==> src/crf_pkg.sv <==
// constants, types and command encodings for the cpu core register file
// How it works
// - an 8-bit accumulator feeds the alu and takes its results.
// - two 8-bit index registers; the second is chosen by the command's destination field.
// - interrupt entry and return never save or restore the second index register.
// - a 16-bit program counter made of a low byte and a high byte.
// - the registers have no memory address; only commands reach them.
// - flags register top three bits read one; reset sets the mask bit.
// - flags register can be pushed to and popped from the stack.
// - add and add-with-carry set half carry from a bit 3 carry, else clear it.
// - hardware sets the mask bit when interrupt entry runs.
// - mask one blocks maskable requests; only the software trap still enters.
// - set-mask, clear-mask and return commands drive the mask; mask jumps test it.
// - requests arriving while masked stay pending until the mask clears.
// - interrupt return clears the mask at the end of the routine.
// - clearing the mask inside a routine lets pending requests enter at once.
// - negative flag copies result bit 7 after every data operation.
// - zero flag is set when the result is zero, cleared otherwise.
// - carry flag takes the carry or borrow of add and subtract; logic, increment and decrement leave it.
// - set-carry and reset-carry commands drive carry; carry jumps test it.
// - bit test and branch, shifts and rotates also update carry.
// - each flag can be tested and written on its own by commands.
// - interrupt entry pushes counter low byte first, then high byte, x, accumulator and flags.
package crf_pkg;

	// ****************************************
	// flag positions and reset values
	// ****************************************
	localparam int unsigned CRF_C_BIT = 0;
	localparam int unsigned CRF_Z_BIT = 1;
	localparam int unsigned CRF_N_BIT = 2;
	localparam int unsigned CRF_I_BIT = 3;
	localparam int unsigned CRF_H_BIT = 4;
	localparam logic [7:0] CRF_CC_ONES = 8'hE0;
	localparam logic [2:0] CRF_CC_TOP_RST = 3'h7;
	localparam logic CRF_MASK_RST = 1'b1;

	// ****************************************
	// context order on the stack
	// ****************************************
	localparam logic [2:0] CRF_CTX_PCL = 3'h0;
	localparam logic [2:0] CRF_CTX_PCH = 3'h1;
	localparam logic [2:0] CRF_CTX_X = 3'h2;
	localparam logic [2:0] CRF_CTX_A = 3'h3;
	localparam logic [2:0] CRF_CTX_CC = 3'h4;

	typedef enum logic [3:0] {
		CRF_ALU_LD, CRF_ALU_ADD, CRF_ALU_ADC, CRF_ALU_SUB, CRF_ALU_SBC,
		CRF_ALU_AND, CRF_ALU_OR, CRF_ALU_XOR, CRF_ALU_INC, CRF_ALU_DEC,
		CRF_ALU_SLL, CRF_ALU_SRL, CRF_ALU_RLC, CRF_ALU_RRC
	} crf_alu_t;

	typedef enum logic [3:0] {
		CRF_OP_NOP, CRF_OP_ALU, CRF_OP_PC_LOAD, CRF_OP_PC_INC, CRF_OP_SET_MASK,
		CRF_OP_CLR_MASK, CRF_OP_SET_CARRY, CRF_OP_RST_CARRY, CRF_OP_PUSH_CC,
		CRF_OP_POP_CC, CRF_OP_JUMP, CRF_OP_BIT_BRANCH, CRF_OP_INTERRUPT_RETURN_INSTR, CRF_OP_CC_BIT
	} crf_op_t;

	typedef enum logic [1:0] {
		CRF_DST_A, CRF_DST_X, CRF_DST_Y, CRF_DST_NONE
	} crf_dst_t;

	// jump conditions, one true and one false polarity per flag
	typedef enum logic [3:0] {
		CRF_CND_ALWAYS, CRF_CND_HALF, CRF_CND_NO_HALF, CRF_CND_MASKED,
		CRF_CND_UNMASKED, CRF_CND_NEG, CRF_CND_POS, CRF_CND_EQ, CRF_CND_NE,
		CRF_CND_CARRY, CRF_CND_NO_CARRY
	} crf_cond_t;

	typedef struct packed {
		logic valid;
		crf_op_t op;
		crf_alu_t alu;
		crf_dst_t dst;
		logic [7:0] operand;
		logic [15:0] addr;
		crf_cond_t cond;
		logic bit_val;
	} crf_cmd_t;

	typedef struct packed {
		logic [7:0] acc;
		logic [7:0] idx_x;
		logic [7:0] idx_y;
		logic [15:0] pc;
		logic [7:0] cc;
	} crf_view_t;

	typedef struct packed {
		logic [7:0] res;
		logic half;
		logic carry;
		logic half_upd;
		logic carry_upd;
	} crf_alu_out_t;

endpackage

==> src/crf_regs.sv <==
// programmer visible register set and condition flags of the cpu core
`timescale 1ns/1ps
module crf_regs (
	input wire logic i_clk,
	input wire logic i_nrst,
	input wire crf_pkg::crf_cmd_t i_cmd,
	input wire logic i_irq_req,
	input wire logic i_trap_req,
	input wire logic [7:0] i_stk_rdata,
	output crf_pkg::crf_view_t o_view,
	output logic o_busy_q,
	output logic o_taken_q,
	output logic o_irq_enter_q,
	output logic o_trap_enter_q,
	output logic o_stk_wr_q,
	output logic o_stk_rd_q,
	output logic [7:0] o_stk_wdata_q
);
	import crf_pkg::*;

	// ****************************************
	// state
	// ****************************************
	// no reset on data registers: they hold whatever they powered up with
	logic [7:0] acc_q;
	logic [7:0] x_q;
	logic [7:0] y_q;
	logic [7:0] pcl_q;
	logic [7:0] pch_q;
	logic half_q;
	logic neg_q;
	logic zero_q;
	logic carry_q;
	logic mask_q;
	logic irq_pend_q;
	logic trap_pend_q;
	logic busy_q;
	logic interrupt_return_instr_q;
	logic [2:0] rd_idx_q;
	logic rd_act_q;
	logic [2:0] ld_idx_q;

	// ****************************************
	// command decode
	// ****************************************
	logic acc_ok;
	logic is_alu;
	logic [7:0] alu_src;
	logic [7:0] cc_w;
	logic [15:0] pc_w;
	logic [15:0] pc_inc;
	logic cond_ok;
	logic take_any;
	logic take_trap;
	logic start_push;
	logic start_pop;
	logic seq_wr;
	logic seq_rd;
	logic [2:0] seq_idx;
	logic push_done;
	logic pop_done;
	logic rd_req;
	logic [2:0] rd_idx;
	logic ld_cc;
	logic ld_any;
	logic stk_wr;
	logic [7:0] stk_wdata;
	crf_alu_out_t alu_o;

	// condition test shared by jumps and the taken flag; mask test reads the mask
	function automatic logic crf_test(input crf_cond_t c, input logic [7:0] cc);
		logic r;
		r = 1'b1;
		case (c)
			CRF_CND_HALF: r = cc[CRF_H_BIT];
			CRF_CND_NO_HALF: r = ~cc[CRF_H_BIT];
			CRF_CND_MASKED: r = cc[CRF_I_BIT];
			CRF_CND_UNMASKED: r = ~cc[CRF_I_BIT];
			CRF_CND_NEG: r = cc[CRF_N_BIT];
			CRF_CND_POS: r = ~cc[CRF_N_BIT];
			CRF_CND_EQ: r = cc[CRF_Z_BIT];
			CRF_CND_NE: r = ~cc[CRF_Z_BIT];
			CRF_CND_CARRY: r = cc[CRF_C_BIT];
			CRF_CND_NO_CARRY: r = ~cc[CRF_C_BIT];
			default: r = 1'b1;
		endcase
		return r;
	endfunction

	// flags byte as seen by software, top bits forced high
	assign cc_w = CRF_CC_ONES | {3'h0, half_q, mask_q, neg_q, zero_q, carry_q};
	assign pc_w = {pch_q, pcl_q};
	assign pc_inc = pc_w + 16'h0001;
	assign acc_ok = i_cmd.valid & ~busy_q;
	assign is_alu = acc_ok & (i_cmd.op == CRF_OP_ALU);
	assign cond_ok = crf_test(i_cmd.cond, cc_w);
	// the left operand is the destination register, or the accumulator when the destination is none
	assign alu_src = (i_cmd.dst == CRF_DST_X) ? x_q : (i_cmd.dst == CRF_DST_Y) ? y_q : acc_q;

	crf_alu u_alu (
		.i_op(i_cmd.alu),
		.i_a(alu_src),
		.i_b(i_cmd.operand),
		.i_carry(carry_q),
		.o_out(alu_o)
	);

	// ****************************************
	// interrupt acceptance
	// ****************************************
	// entry only starts at a command boundary; trap ignores the mask
	assign take_trap = ~busy_q & ~i_cmd.valid & trap_pend_q;
	assign take_any = take_trap | (~busy_q & ~i_cmd.valid & irq_pend_q & ~mask_q);
	assign start_push = take_any;
	assign start_pop = acc_ok & (i_cmd.op == CRF_OP_INTERRUPT_RETURN_INSTR);

	crf_ctx_seq u_seq (
		.i_clk(i_clk),
		.i_nrst(i_nrst),
		.i_start_push(start_push),
		.i_start_pop(start_pop),
		.o_wr(seq_wr),
		.o_rd(seq_rd),
		.o_idx(seq_idx)
	);

	// ****************************************
	// stack traffic
	// ****************************************
	// read data returns one cycle after the read strobe leaves the block
	assign push_done = seq_wr & (seq_idx == CRF_CTX_CC);
	assign rd_req = seq_rd | (acc_ok & (i_cmd.op == CRF_OP_POP_CC));
	assign rd_idx = seq_rd ? seq_idx : CRF_CTX_CC;
	assign ld_any = rd_act_q;
	assign ld_cc = rd_act_q & (ld_idx_q == CRF_CTX_CC);
	assign pop_done = rd_act_q & (~interrupt_return_instr_q | (ld_idx_q == CRF_CTX_PCL));
	assign stk_wr = seq_wr | (acc_ok & (i_cmd.op == CRF_OP_PUSH_CC));
	// the second index register has no slot in the context frame
	assign stk_wdata = !seq_wr ? cc_w :
		(seq_idx == CRF_CTX_PCL) ? pcl_q :
		(seq_idx == CRF_CTX_PCH) ? pch_q :
		(seq_idx == CRF_CTX_X) ? x_q :
		(seq_idx == CRF_CTX_A) ? acc_q : cc_w;

	// ****************************************
	// control flops with reset
	// ****************************************
	// a request landing on the clear cycle wins and stays pending
	always_ff @(posedge i_clk or negedge i_nrst) begin
		if (!i_nrst) begin
			mask_q <= CRF_MASK_RST;
			irq_pend_q <= 1'b0;
			trap_pend_q <= 1'b0;
			busy_q <= 1'b0;
			interrupt_return_instr_q <= 1'b0;
			rd_act_q <= 1'b0;
			rd_idx_q <= 3'h0;
			ld_idx_q <= 3'h0;
			o_taken_q <= 1'b0;
			o_irq_enter_q <= 1'b0;
			o_trap_enter_q <= 1'b0;
			o_stk_wr_q <= 1'b0;
			o_stk_rd_q <= 1'b0;
			o_stk_wdata_q <= 8'h00;
		end else begin
			irq_pend_q <= i_irq_req | (irq_pend_q & ~(take_any & ~take_trap));
			trap_pend_q <= i_trap_req | (trap_pend_q & ~take_trap);
			if (start_push | start_pop | (acc_ok & (i_cmd.op == CRF_OP_POP_CC))) begin
				busy_q <= 1'b1;
			end else if (push_done | pop_done) begin
				busy_q <= 1'b0;
			end
			if (start_pop) begin
				interrupt_return_instr_q <= 1'b1;
			end else if (acc_ok & (i_cmd.op == CRF_OP_POP_CC)) begin
				interrupt_return_instr_q <= 1'b0;
			end
			// mask: software writes first, hardware entry set has the last word
			if (ld_cc) begin
				mask_q <= interrupt_return_instr_q ? 1'b0 : i_stk_rdata[CRF_I_BIT];
			end else if (acc_ok & (i_cmd.op == CRF_OP_SET_MASK)) begin
				mask_q <= 1'b1;
			end else if (acc_ok & (i_cmd.op == CRF_OP_CLR_MASK)) begin
				mask_q <= 1'b0;
			end else if (acc_ok & (i_cmd.op == CRF_OP_CC_BIT)
				& (i_cmd.operand[2:0] == 3'(CRF_I_BIT))) begin
				mask_q <= i_cmd.bit_val;
			end
			if (push_done) begin
				mask_q <= 1'b1;
			end
			rd_act_q <= o_stk_rd_q; // load lands the cycle after the strobe, with its byte
			rd_idx_q <= rd_idx;
			ld_idx_q <= rd_idx_q;
			o_stk_rd_q <= rd_req;
			o_stk_wr_q <= stk_wr;
			o_stk_wdata_q <= stk_wdata;
			o_irq_enter_q <= take_any & ~take_trap;
			o_trap_enter_q <= take_trap;
			o_taken_q <= acc_ok & (((i_cmd.op == CRF_OP_JUMP) & cond_ok)
				| ((i_cmd.op == CRF_OP_BIT_BRANCH) & i_cmd.bit_val));
		end
	end

	// ****************************************
	// data registers and result flags, unreset
	// ****************************************
	always_ff @(posedge i_clk) begin
		if (is_alu & (i_cmd.dst == CRF_DST_A)) acc_q <= alu_o.res;
		else if (ld_any & (ld_idx_q == CRF_CTX_A) & interrupt_return_instr_q) acc_q <= i_stk_rdata;
		if (is_alu & (i_cmd.dst == CRF_DST_X)) x_q <= alu_o.res;
		else if (ld_any & (ld_idx_q == CRF_CTX_X) & interrupt_return_instr_q) x_q <= i_stk_rdata;
		if (is_alu & (i_cmd.dst == CRF_DST_Y)) y_q <= alu_o.res;
		// counter: pops, loads, taken jumps, else a step when asked
		if (ld_any & (ld_idx_q == CRF_CTX_PCL) & interrupt_return_instr_q) pcl_q <= i_stk_rdata;
		else if (ld_any & (ld_idx_q == CRF_CTX_PCH) & interrupt_return_instr_q) pch_q <= i_stk_rdata;
		else if (acc_ok & ((i_cmd.op == CRF_OP_PC_LOAD)
			| ((i_cmd.op == CRF_OP_JUMP) & cond_ok)
			| ((i_cmd.op == CRF_OP_BIT_BRANCH) & i_cmd.bit_val))) begin
			{pch_q, pcl_q} <= i_cmd.addr;
		end else if (acc_ok & (i_cmd.op == CRF_OP_PC_INC)) begin
			{pch_q, pcl_q} <= pc_inc;
		end
		if (ld_cc) begin
			{half_q, neg_q, zero_q, carry_q} <= {i_stk_rdata[CRF_H_BIT],
				i_stk_rdata[CRF_N_BIT], i_stk_rdata[CRF_Z_BIT], i_stk_rdata[CRF_C_BIT]};
		end else if (is_alu) begin
			neg_q <= alu_o.res[7];
			zero_q <= (alu_o.res == 8'h00);
			if (alu_o.half_upd) half_q <= alu_o.half;
			if (alu_o.carry_upd) carry_q <= alu_o.carry;
		end else if (acc_ok) begin
			case (i_cmd.op)
				CRF_OP_SET_CARRY: carry_q <= 1'b1;
				CRF_OP_RST_CARRY: carry_q <= 1'b0;
				CRF_OP_BIT_BRANCH: carry_q <= i_cmd.bit_val;
				CRF_OP_CC_BIT: begin
					if (i_cmd.operand[2:0] == 3'(CRF_H_BIT)) half_q <= i_cmd.bit_val;
					if (i_cmd.operand[2:0] == 3'(CRF_N_BIT)) neg_q <= i_cmd.bit_val;
					if (i_cmd.operand[2:0] == 3'(CRF_Z_BIT)) zero_q <= i_cmd.bit_val;
					if (i_cmd.operand[2:0] == 3'(CRF_C_BIT)) carry_q <= i_cmd.bit_val;
				end
				default: ;
			endcase
		end
	end

	// ****************************************
	// outputs
	// ****************************************
	// registers leave only through this view and stack pushes, never through a memory address
	assign o_view = {acc_q, x_q, y_q, pch_q, pcl_q, cc_w};
	assign o_busy_q = busy_q;
endmodule

==> src/crf_alu.sv <==
// combinational alu producing result, half carry and carry
`timescale 1ns/1ps
module crf_alu (
	input wire crf_pkg::crf_alu_t i_op,
	input wire logic [7:0] i_a,
	input wire logic [7:0] i_b,
	input wire logic i_carry,
	output crf_pkg::crf_alu_out_t o_out
);
	import crf_pkg::*;

	// ****************************************
	// arithmetic paths
	// ****************************************
	// a nine bit sum keeps the carry out; a five bit low sum gives the half carry
	logic cin;
	logic [8:0] sum;
	logic [4:0] low_sum;
	logic [8:0] diff;
	assign cin = (i_op == CRF_ALU_ADC) ? i_carry : 1'b0;
	assign sum = {1'b0, i_a} + {1'b0, i_b} + {8'h00, cin};
	assign low_sum = {1'b0, i_a[3:0]} + {1'b0, i_b[3:0]} + {4'h0, cin};
	assign diff = {1'b0, i_a} - {1'b0, i_b} - {8'h00, (i_op == CRF_ALU_SBC) & i_carry};

	// result select, carry only moves for arithmetic, shift and rotate
	always_comb begin
		o_out = '0;
		case (i_op)
			CRF_ALU_ADD, CRF_ALU_ADC: begin
				o_out.res = sum[7:0];
				o_out.carry = sum[8];
				o_out.half = low_sum[4];
				o_out.half_upd = 1'b1;
				o_out.carry_upd = 1'b1;
			end
			CRF_ALU_SUB, CRF_ALU_SBC: begin
				o_out.res = diff[7:0];
				o_out.carry = diff[8];
				o_out.carry_upd = 1'b1;
			end
			CRF_ALU_AND: o_out.res = i_a & i_b;
			CRF_ALU_OR: o_out.res = i_a | i_b;
			CRF_ALU_XOR: o_out.res = i_a ^ i_b;
			CRF_ALU_INC: o_out.res = i_a + 8'h01;
			CRF_ALU_DEC: o_out.res = i_a - 8'h01;
			CRF_ALU_SLL: begin
				o_out.res = {i_a[6:0], 1'b0};
				o_out.carry = i_a[7];
				o_out.carry_upd = 1'b1;
			end
			CRF_ALU_SRL: begin
				o_out.res = {1'b0, i_a[7:1]};
				o_out.carry = i_a[0];
				o_out.carry_upd = 1'b1;
			end
			CRF_ALU_RLC: begin
				o_out.res = {i_a[6:0], i_carry};
				o_out.carry = i_a[7];
				o_out.carry_upd = 1'b1;
			end
			CRF_ALU_RRC: begin
				o_out.res = {i_carry, i_a[7:1]};
				o_out.carry = i_a[0];
				o_out.carry_upd = 1'b1;
			end
			default: o_out.res = i_b;
		endcase
	end
endmodule

==> src/crf_ctx_seq.sv <==
// context sequencer stepping through the stack bytes of interrupt entry and return
`timescale 1ns/1ps
module crf_ctx_seq (
	input wire logic i_clk,
	input wire logic i_nrst,
	input wire logic i_start_push,
	input wire logic i_start_pop,
	output logic o_wr,
	output logic o_rd,
	output logic [2:0] o_idx
);
	import crf_pkg::*;

	typedef enum logic [1:0] {
		CRF_SEQ_IDLE, CRF_SEQ_PUSH, CRF_SEQ_POP
	} crf_seq_t;

	crf_seq_t state_q;
	crf_seq_t state_d;
	logic [2:0] idx_q;
	logic [2:0] idx_d;

	// ****************************************
	// step control
	// ****************************************
	// pushes count up from the low counter byte, pops count down from the flags
	always_comb begin
		state_d = state_q;
		idx_d = idx_q;
		case (state_q)
			CRF_SEQ_IDLE: begin
				if (i_start_push) begin
					state_d = CRF_SEQ_PUSH;
					idx_d = CRF_CTX_PCL;
				end else if (i_start_pop) begin
					state_d = CRF_SEQ_POP;
					idx_d = CRF_CTX_CC;
				end
			end
			CRF_SEQ_PUSH: begin
				if (idx_q == CRF_CTX_CC) begin
					state_d = CRF_SEQ_IDLE;
				end else begin
					idx_d = idx_q + 3'h1;
				end
			end
			default: begin
				if (idx_q == CRF_CTX_PCL) begin
					state_d = CRF_SEQ_IDLE;
				end else begin
					idx_d = idx_q - 3'h1;
				end
			end
		endcase
	end

	always_ff @(posedge i_clk or negedge i_nrst) begin
		if (!i_nrst) begin
			state_q <= CRF_SEQ_IDLE;
			idx_q <= 3'h0;
		end else begin
			state_q <= state_d;
			idx_q <= idx_d;
		end
	end

	assign o_wr = (state_q == CRF_SEQ_PUSH);
	assign o_rd = (state_q == CRF_SEQ_POP);
	assign o_idx = idx_q;
endmodule

==> config.mk <==
export PLATFORM = sky130hd
export DESIGN_NAME = crf_regs
export DESIGN_NICKNAME = d
export VERILOG_FILES = /design/src/crf_pkg.sv /design/src/crf_regs.sv /design/src/crf_alu.sv /design/src/crf_ctx_seq.sv
export SDC_FILE = /design/constraint.sdc
export NUM_CORES = 1
export LEC_CHECK = 0
export BUFFER_PORTS_ARGS = -buffer_cell sky130_fd_sc_hd__buf_2
export CAP_MARGIN = 20
export CORE_ASPECT_RATIO = 0.6
export CORE_MARGIN = 3
export CORE_UTILIZATION = 50
export CTS_BUF_LIST = sky130_fd_sc_hd__clkbuf_2 sky130_fd_sc_hd__clkbuf_4 sky130_fd_sc_hd__clkbuf_8
export CTS_CLUSTER_SIZE = 25
export DETAILED_ROUTE_END_ITERATION = 8
export GPL_ROUTABILITY_DRIVEN = 0
export PLACE_DENSITY = 0.73
export RECOVER_POWER = 100
export SLEW_MARGIN = 0
export SYNTH_ARGS = -nofsm -noshare
export SYNTH_HDL_FRONTEND = slang
export SYNTH_SLANG_ARGS = --single-unit
export TNS_END_PERCENT = 5
==> constraint.sdc <==
create_clock -name i_clk -period 8.6 [get_ports i_clk]
set_input_delay 0.43 -clock i_clk [delete_from_list [all_inputs] [get_ports i_clk]]
set_output_delay 0.43 -clock i_clk [all_outputs]
set_load 0.02 [all_outputs]
* Word level (Yosys, flattened, before mapping) *
Cells that the tools add are included.

word-level totals
  input bits = 52
  logic and storage cells = 259
  bits in registers = 74
  output and inout bits = 62

cells by class
  reductions and logical operators = 33
  $add $sub $neg = 11
  bitwise gates (word level) = 62
  eq/ne operators = 60
  mux-type cells = 68

operators with widths
  cell                                                             count
  8-bit two-way mux                                                18
  8-bit case mux with 11 select lines                              1
  4-bit == test, second input constant                             15
  4-bit by 3-bit == test with 1-bit output, second input constant  12
  1-bit bitwise AND                                                36
  1-bit two-way mux                                                35
  4-bit by 2-bit == test with 1-bit output, second input constant  6
  3-bit nonzero test                                               8
  3-bit by 2-bit == test with 1-bit output, second input constant  6
  16-bit by 1-bit adder with 16-bit output, second input constant  1
  3-bit two-way mux                                                5
  4-bit by 1-bit == test with 1-bit output, second input constant  3
  1-bit OR                                                         12
  3-bit AND reduction                                              4
  1-bit NOT                                                        11
  1-bit case mux with 10 select lines                              1
  8-bit by 8-bit adder with 9-bit output                           1
  9-bit by 1-bit adder with 9-bit output                           1
  3-bit by 1-bit == test with 1-bit output, second input constant  3
  3-bit == test, second input constant                             3
  3-bit logical NOT                                                3
  8-bit by 8-bit subtractor with 9-bit output                      1
  9-bit by 1-bit subtractor with 9-bit output                      1
  8-bit by 1-bit adder with 8-bit output, second input constant    1
  other kinds (29)                                                 46

* Longest topological paths before layout *
  word-level depth = 9
  gate-level depth with buffers = 16

* By module *
From an unflattened synthesis, not the netlist that was laid out.

second synthesis, totals
  cells, all modules = 691
  area total of the unflattened synthesis = 6398.6 um2

modules (own cells, without submodules)
  module       cells each  instances  area each (um2)
  crf_regs     392         1          4165.2
  crf_alu      261         1          1890.6
  crf_ctx_seq  38          1          342.8

* Least setup slack after synthesis *
No wires, ideal clock.

  path kind = input to register
  from = input port i_cmd[32] (netlist name)
  to = register zero_q, data pin
  buffers on the path = 3
  arrival = 4.097 ns
  slack = 4.338 ns
  stages on the path = 14
  cells stage by stage = buf_2 -> buf_2 -> buf_1 -> nand4_1 -> fa_1 -> fa_1 -> inv_1 -> a31o_1 -> xor2_1 -> a221o_1 -> or3_4 -> or4b_1 -> or4_1 -> o31ai_2

RTL lines
  what                    line             text
  start: declaration      crf_regs.sv:6    input wire crf_pkg::crf_cmd_t i_cmd,
  end signal: assignment  crf_regs.sv:225  {half_q, neg_q, zero_q, carry_q} <= {i_stk_rdata[CRF_H_BIT],
  end signal: assignment  crf_regs.sv:229  zero_q <= (alu_o.res == 8'h00);
  end signal: assignment  crf_regs.sv:240  if (i_cmd.operand[2:0] == 3'(CRF_Z_BIT)) zero_q <= i_cmd.bit_val;
  end: declaration        crf_regs.sv:32   logic zero_q;

==> results.md <==
* Final HPWL DP at around 16 mm
* Worst Setup Path Type: in -> reg
* Avg Synthesized Cell Area at a little under 9 um^2
* Synthesized cell area at ~6400 um^2
* Max-slew headroom at the worst pin at -18.5%
* Final Hold Viols at 0
* Async S/R FF share, synth at roughly two fifths
* Initial Util at 51.9%
* Power Total at around 1.6 mW
* Drt via density at a little over 6
* Worst-margin pin slew at 1.78 ns
* Final ANT Viol Nets at 0
* Post-route minimum period at approximately 5.6 ns
* CP required at 8.77 ns
* I/O Pins at roughly 110
* CP arrival at roughly 5.7 ns
* Synth area leaders: edfxtp_1 21%, dfrtp_1 11%, ha_1 8.1%
* Setup skew after layout at between 0.006 and 0.007 ns
* Worst hold path type: in -> reg
* Area growth from synthesis to layout at 11.6%
* Post-synth EDFFs at between 40 and 50
* # rows at 31
* Worst setup path start: i_cmd[30]
* Crit path max fanout at 21
* Fmax achieved at roughly 0.18 GHz
* Share of layout cells above drive strength 1 at roughly an eighth
* FF-to-FF Start: acc_q[0]
* Area leader, netlist: edfxtp_1
* Slew Viols, Final at 31
* CP Capture Type: register
* DR vias at between 6000 and 7000
* Clock Pin Slew Worst Setup and Hold Paths at approximately 0.08 ns
* Startpoint types: input pin
* VDD IR-drop max at 0.123 mV
* Chip height at approximately 93 um
* Clock Sinks at 74
* Residual DRC count at 0
* RSZ-0062 raised after global routing: no
* Initial drt markers at 679
* Netlist cell types at 69
* CTS resizes at 0
* Most common library cells after synthesis: 71 x nand2_1, 63 x nor2_1, 62 x o21ai_0
* Global-route wire length before repair at ~30 mm
* Final net count at a little over 900
* Port bufs at 110
* Seq/Total Area, Yosys at between 30% and 40%
* Remaining global-route overflow at 0
* CTS tree: done
* Period utilization at 64.6%
* Status: complete, but fails checks
* Pwr Density at ~220 nW/um^2
* Maxcap violations at 1
* All-Layer GR Usage at 27.6%
* Core Area at about 12000 um^2
* Cells after synthesis at 732
* Leakage at approximately 2.9 nW
* Ant diodes at 0
* Vias in the first global route at between 5000 and 6000
* Post-CTS Hold Buffers at 0
* Drt total wl at ~20 mm
* Initial antenna violation count at 0
* 1st-pass router iterations at 5
* Buffer count from post-CTS setup fixing at 0
* Root Buffer: clkbuf_8
* Clk buf depth at 2
* Top-count cell post-synth: nand2_1
* Clk_lat worst skew at around 0.35 ns
* Primary FF master, synth: edfxtp_1
* Wire per inst at 20.1 um
* Finish-stage setup viols at 0
* Die area at about 14000 um^2
* Die width at approximately 150 um
* Worst Hold Launch: i_trap_req
* Setup TNS Final at 0 ns
* Largest net degree at the start of global routing at 31
* Yosys reg bits at 74
* Ys Warns at 0
* Num CTS Buffers at 9
* H-tree levels at 3
* Area share of the largest cell type after synthesis at between 20 and 25%
* Failing checks: max-capacitance violations, max-slew violations
-- kinds of logic after synthesis --
logic type / Yosys count / synth area share [%]
AOI/OAI and AO/OA: 200 / 19.6
xor gates and xnor gates: 36 / 4.96
adders and majority gates: 46 / 9.64
buffers and inverters: 90 / 6.06
DFF: 74 / 32.6
muxes: 66 / 10.9
other: 1 / 0.0589
and+or+nand+nor: 219 / 16.2
-- cell usage in the layout (no fill, tap or decap), drive strengths merged, types with 13 or more instances in the layout --
cell,Yosys,final
nor3,13,13
nor2,63,63
o22ai,14,14
xnor2,14,14
nand3,17,17
mux2i,43,43
nand2,71,71
a21oi,48,48
xor2,22,22
clkbuf,22,75
dfrtp,29,29
o21ai,66,66
edfxtp,44,44
mux2,23,23
inv,43,44
ha,41,41
buf,22,53
-- routing by layer --
metal / vias to the layer above / track usage, % / share of wire, %
li1: 2802 / - / -
met3: 33 / 8.38 / 12
met1: 2856 / 45.2 / 48
met2: 354 / 35.4 / 39
met4: 0 / 4.11 / 1.2
met5: - / 0 / 0
-- final cells by class --
cell class,instances,area [um^2]
Multi-Input combinational cell,570,3890
Timing Repair Buffer,118,519
Inverter,46,173
Clock inverter,6,105
Tap cell,165,206
Fill cell,1154,5150
Sequential cell,74,2070
Clock buffer,10,131
-- registers in the layout, indices dropped and copies added, names as in the netlist, 2 cells and up --
signal	cells
u_seq.state_q	2
pcl_q	8
y_q	8
u_seq.o_idx	3
x_q	8
o_stk_wdata_q	8
ld_idx_q	3
acc_q	8
pch_q	8
rd_idx_q	3
-- power by group --
| group | leakage (nW) | total (mW) | internal [mW] | switching, mW |
|---|---|---|---|---|
| registers | 0.740 | 0.566 | 0.470 | 0.0961 |
| logic | 2.01 | 0.694 | 0.257 | 0.437 |
| clock network | 0.122 | 0.328 | 0.195 | 0.133 |
| total | 2.87 | 1.59 | 0.922 | 0.666 |
-- worst paths after layout --
path	depth (start not counted)	end	slack [ns]
worst min-delay path	2	trap_pend_q	0.26
worst max register to register	13	zero_q	3.68
worst max-delay path	14	zero_q	3.04
worst min register to register	0	ld_idx_q[0]	0.35
min in group asynchronous	1	o_stk_wdata_q[7]	0.53
max in group asynchronous	1	u_seq.o_idx[1]	7.03
-- metrics by stage --
step	worst slack (ns)	instance area, um^2	hold WS [ns]	cells	utilization, %
floorplan	4.34	6370	0.134	734	-
global placement	3.82	6960	0.334	970	56.7
detailed placement	3.60	6960	0.336	970	56.7
CTS	3.96	7190	0.138	986	58.7
global route	2.85	7100	0.263	989	58.0
finish	3.04	7100	0.260	989	58.0
-- worst max-delay path: stages --
cell      delay, ns
clkbuf_1       0.86
mux2i_1        0.25
mux2i_1        0.70
inv_1          0.25
fa_1           0.50
fa_1           0.43
inv_1          0.10
a31o_1         0.23
xor2_1         0.09
a221o_1        0.34
or3_1          0.38
or4b_1         0.52
or4_1          0.41
o31ai_1        0.23
No activity file was read; power rests on OpenSTA's default activity.
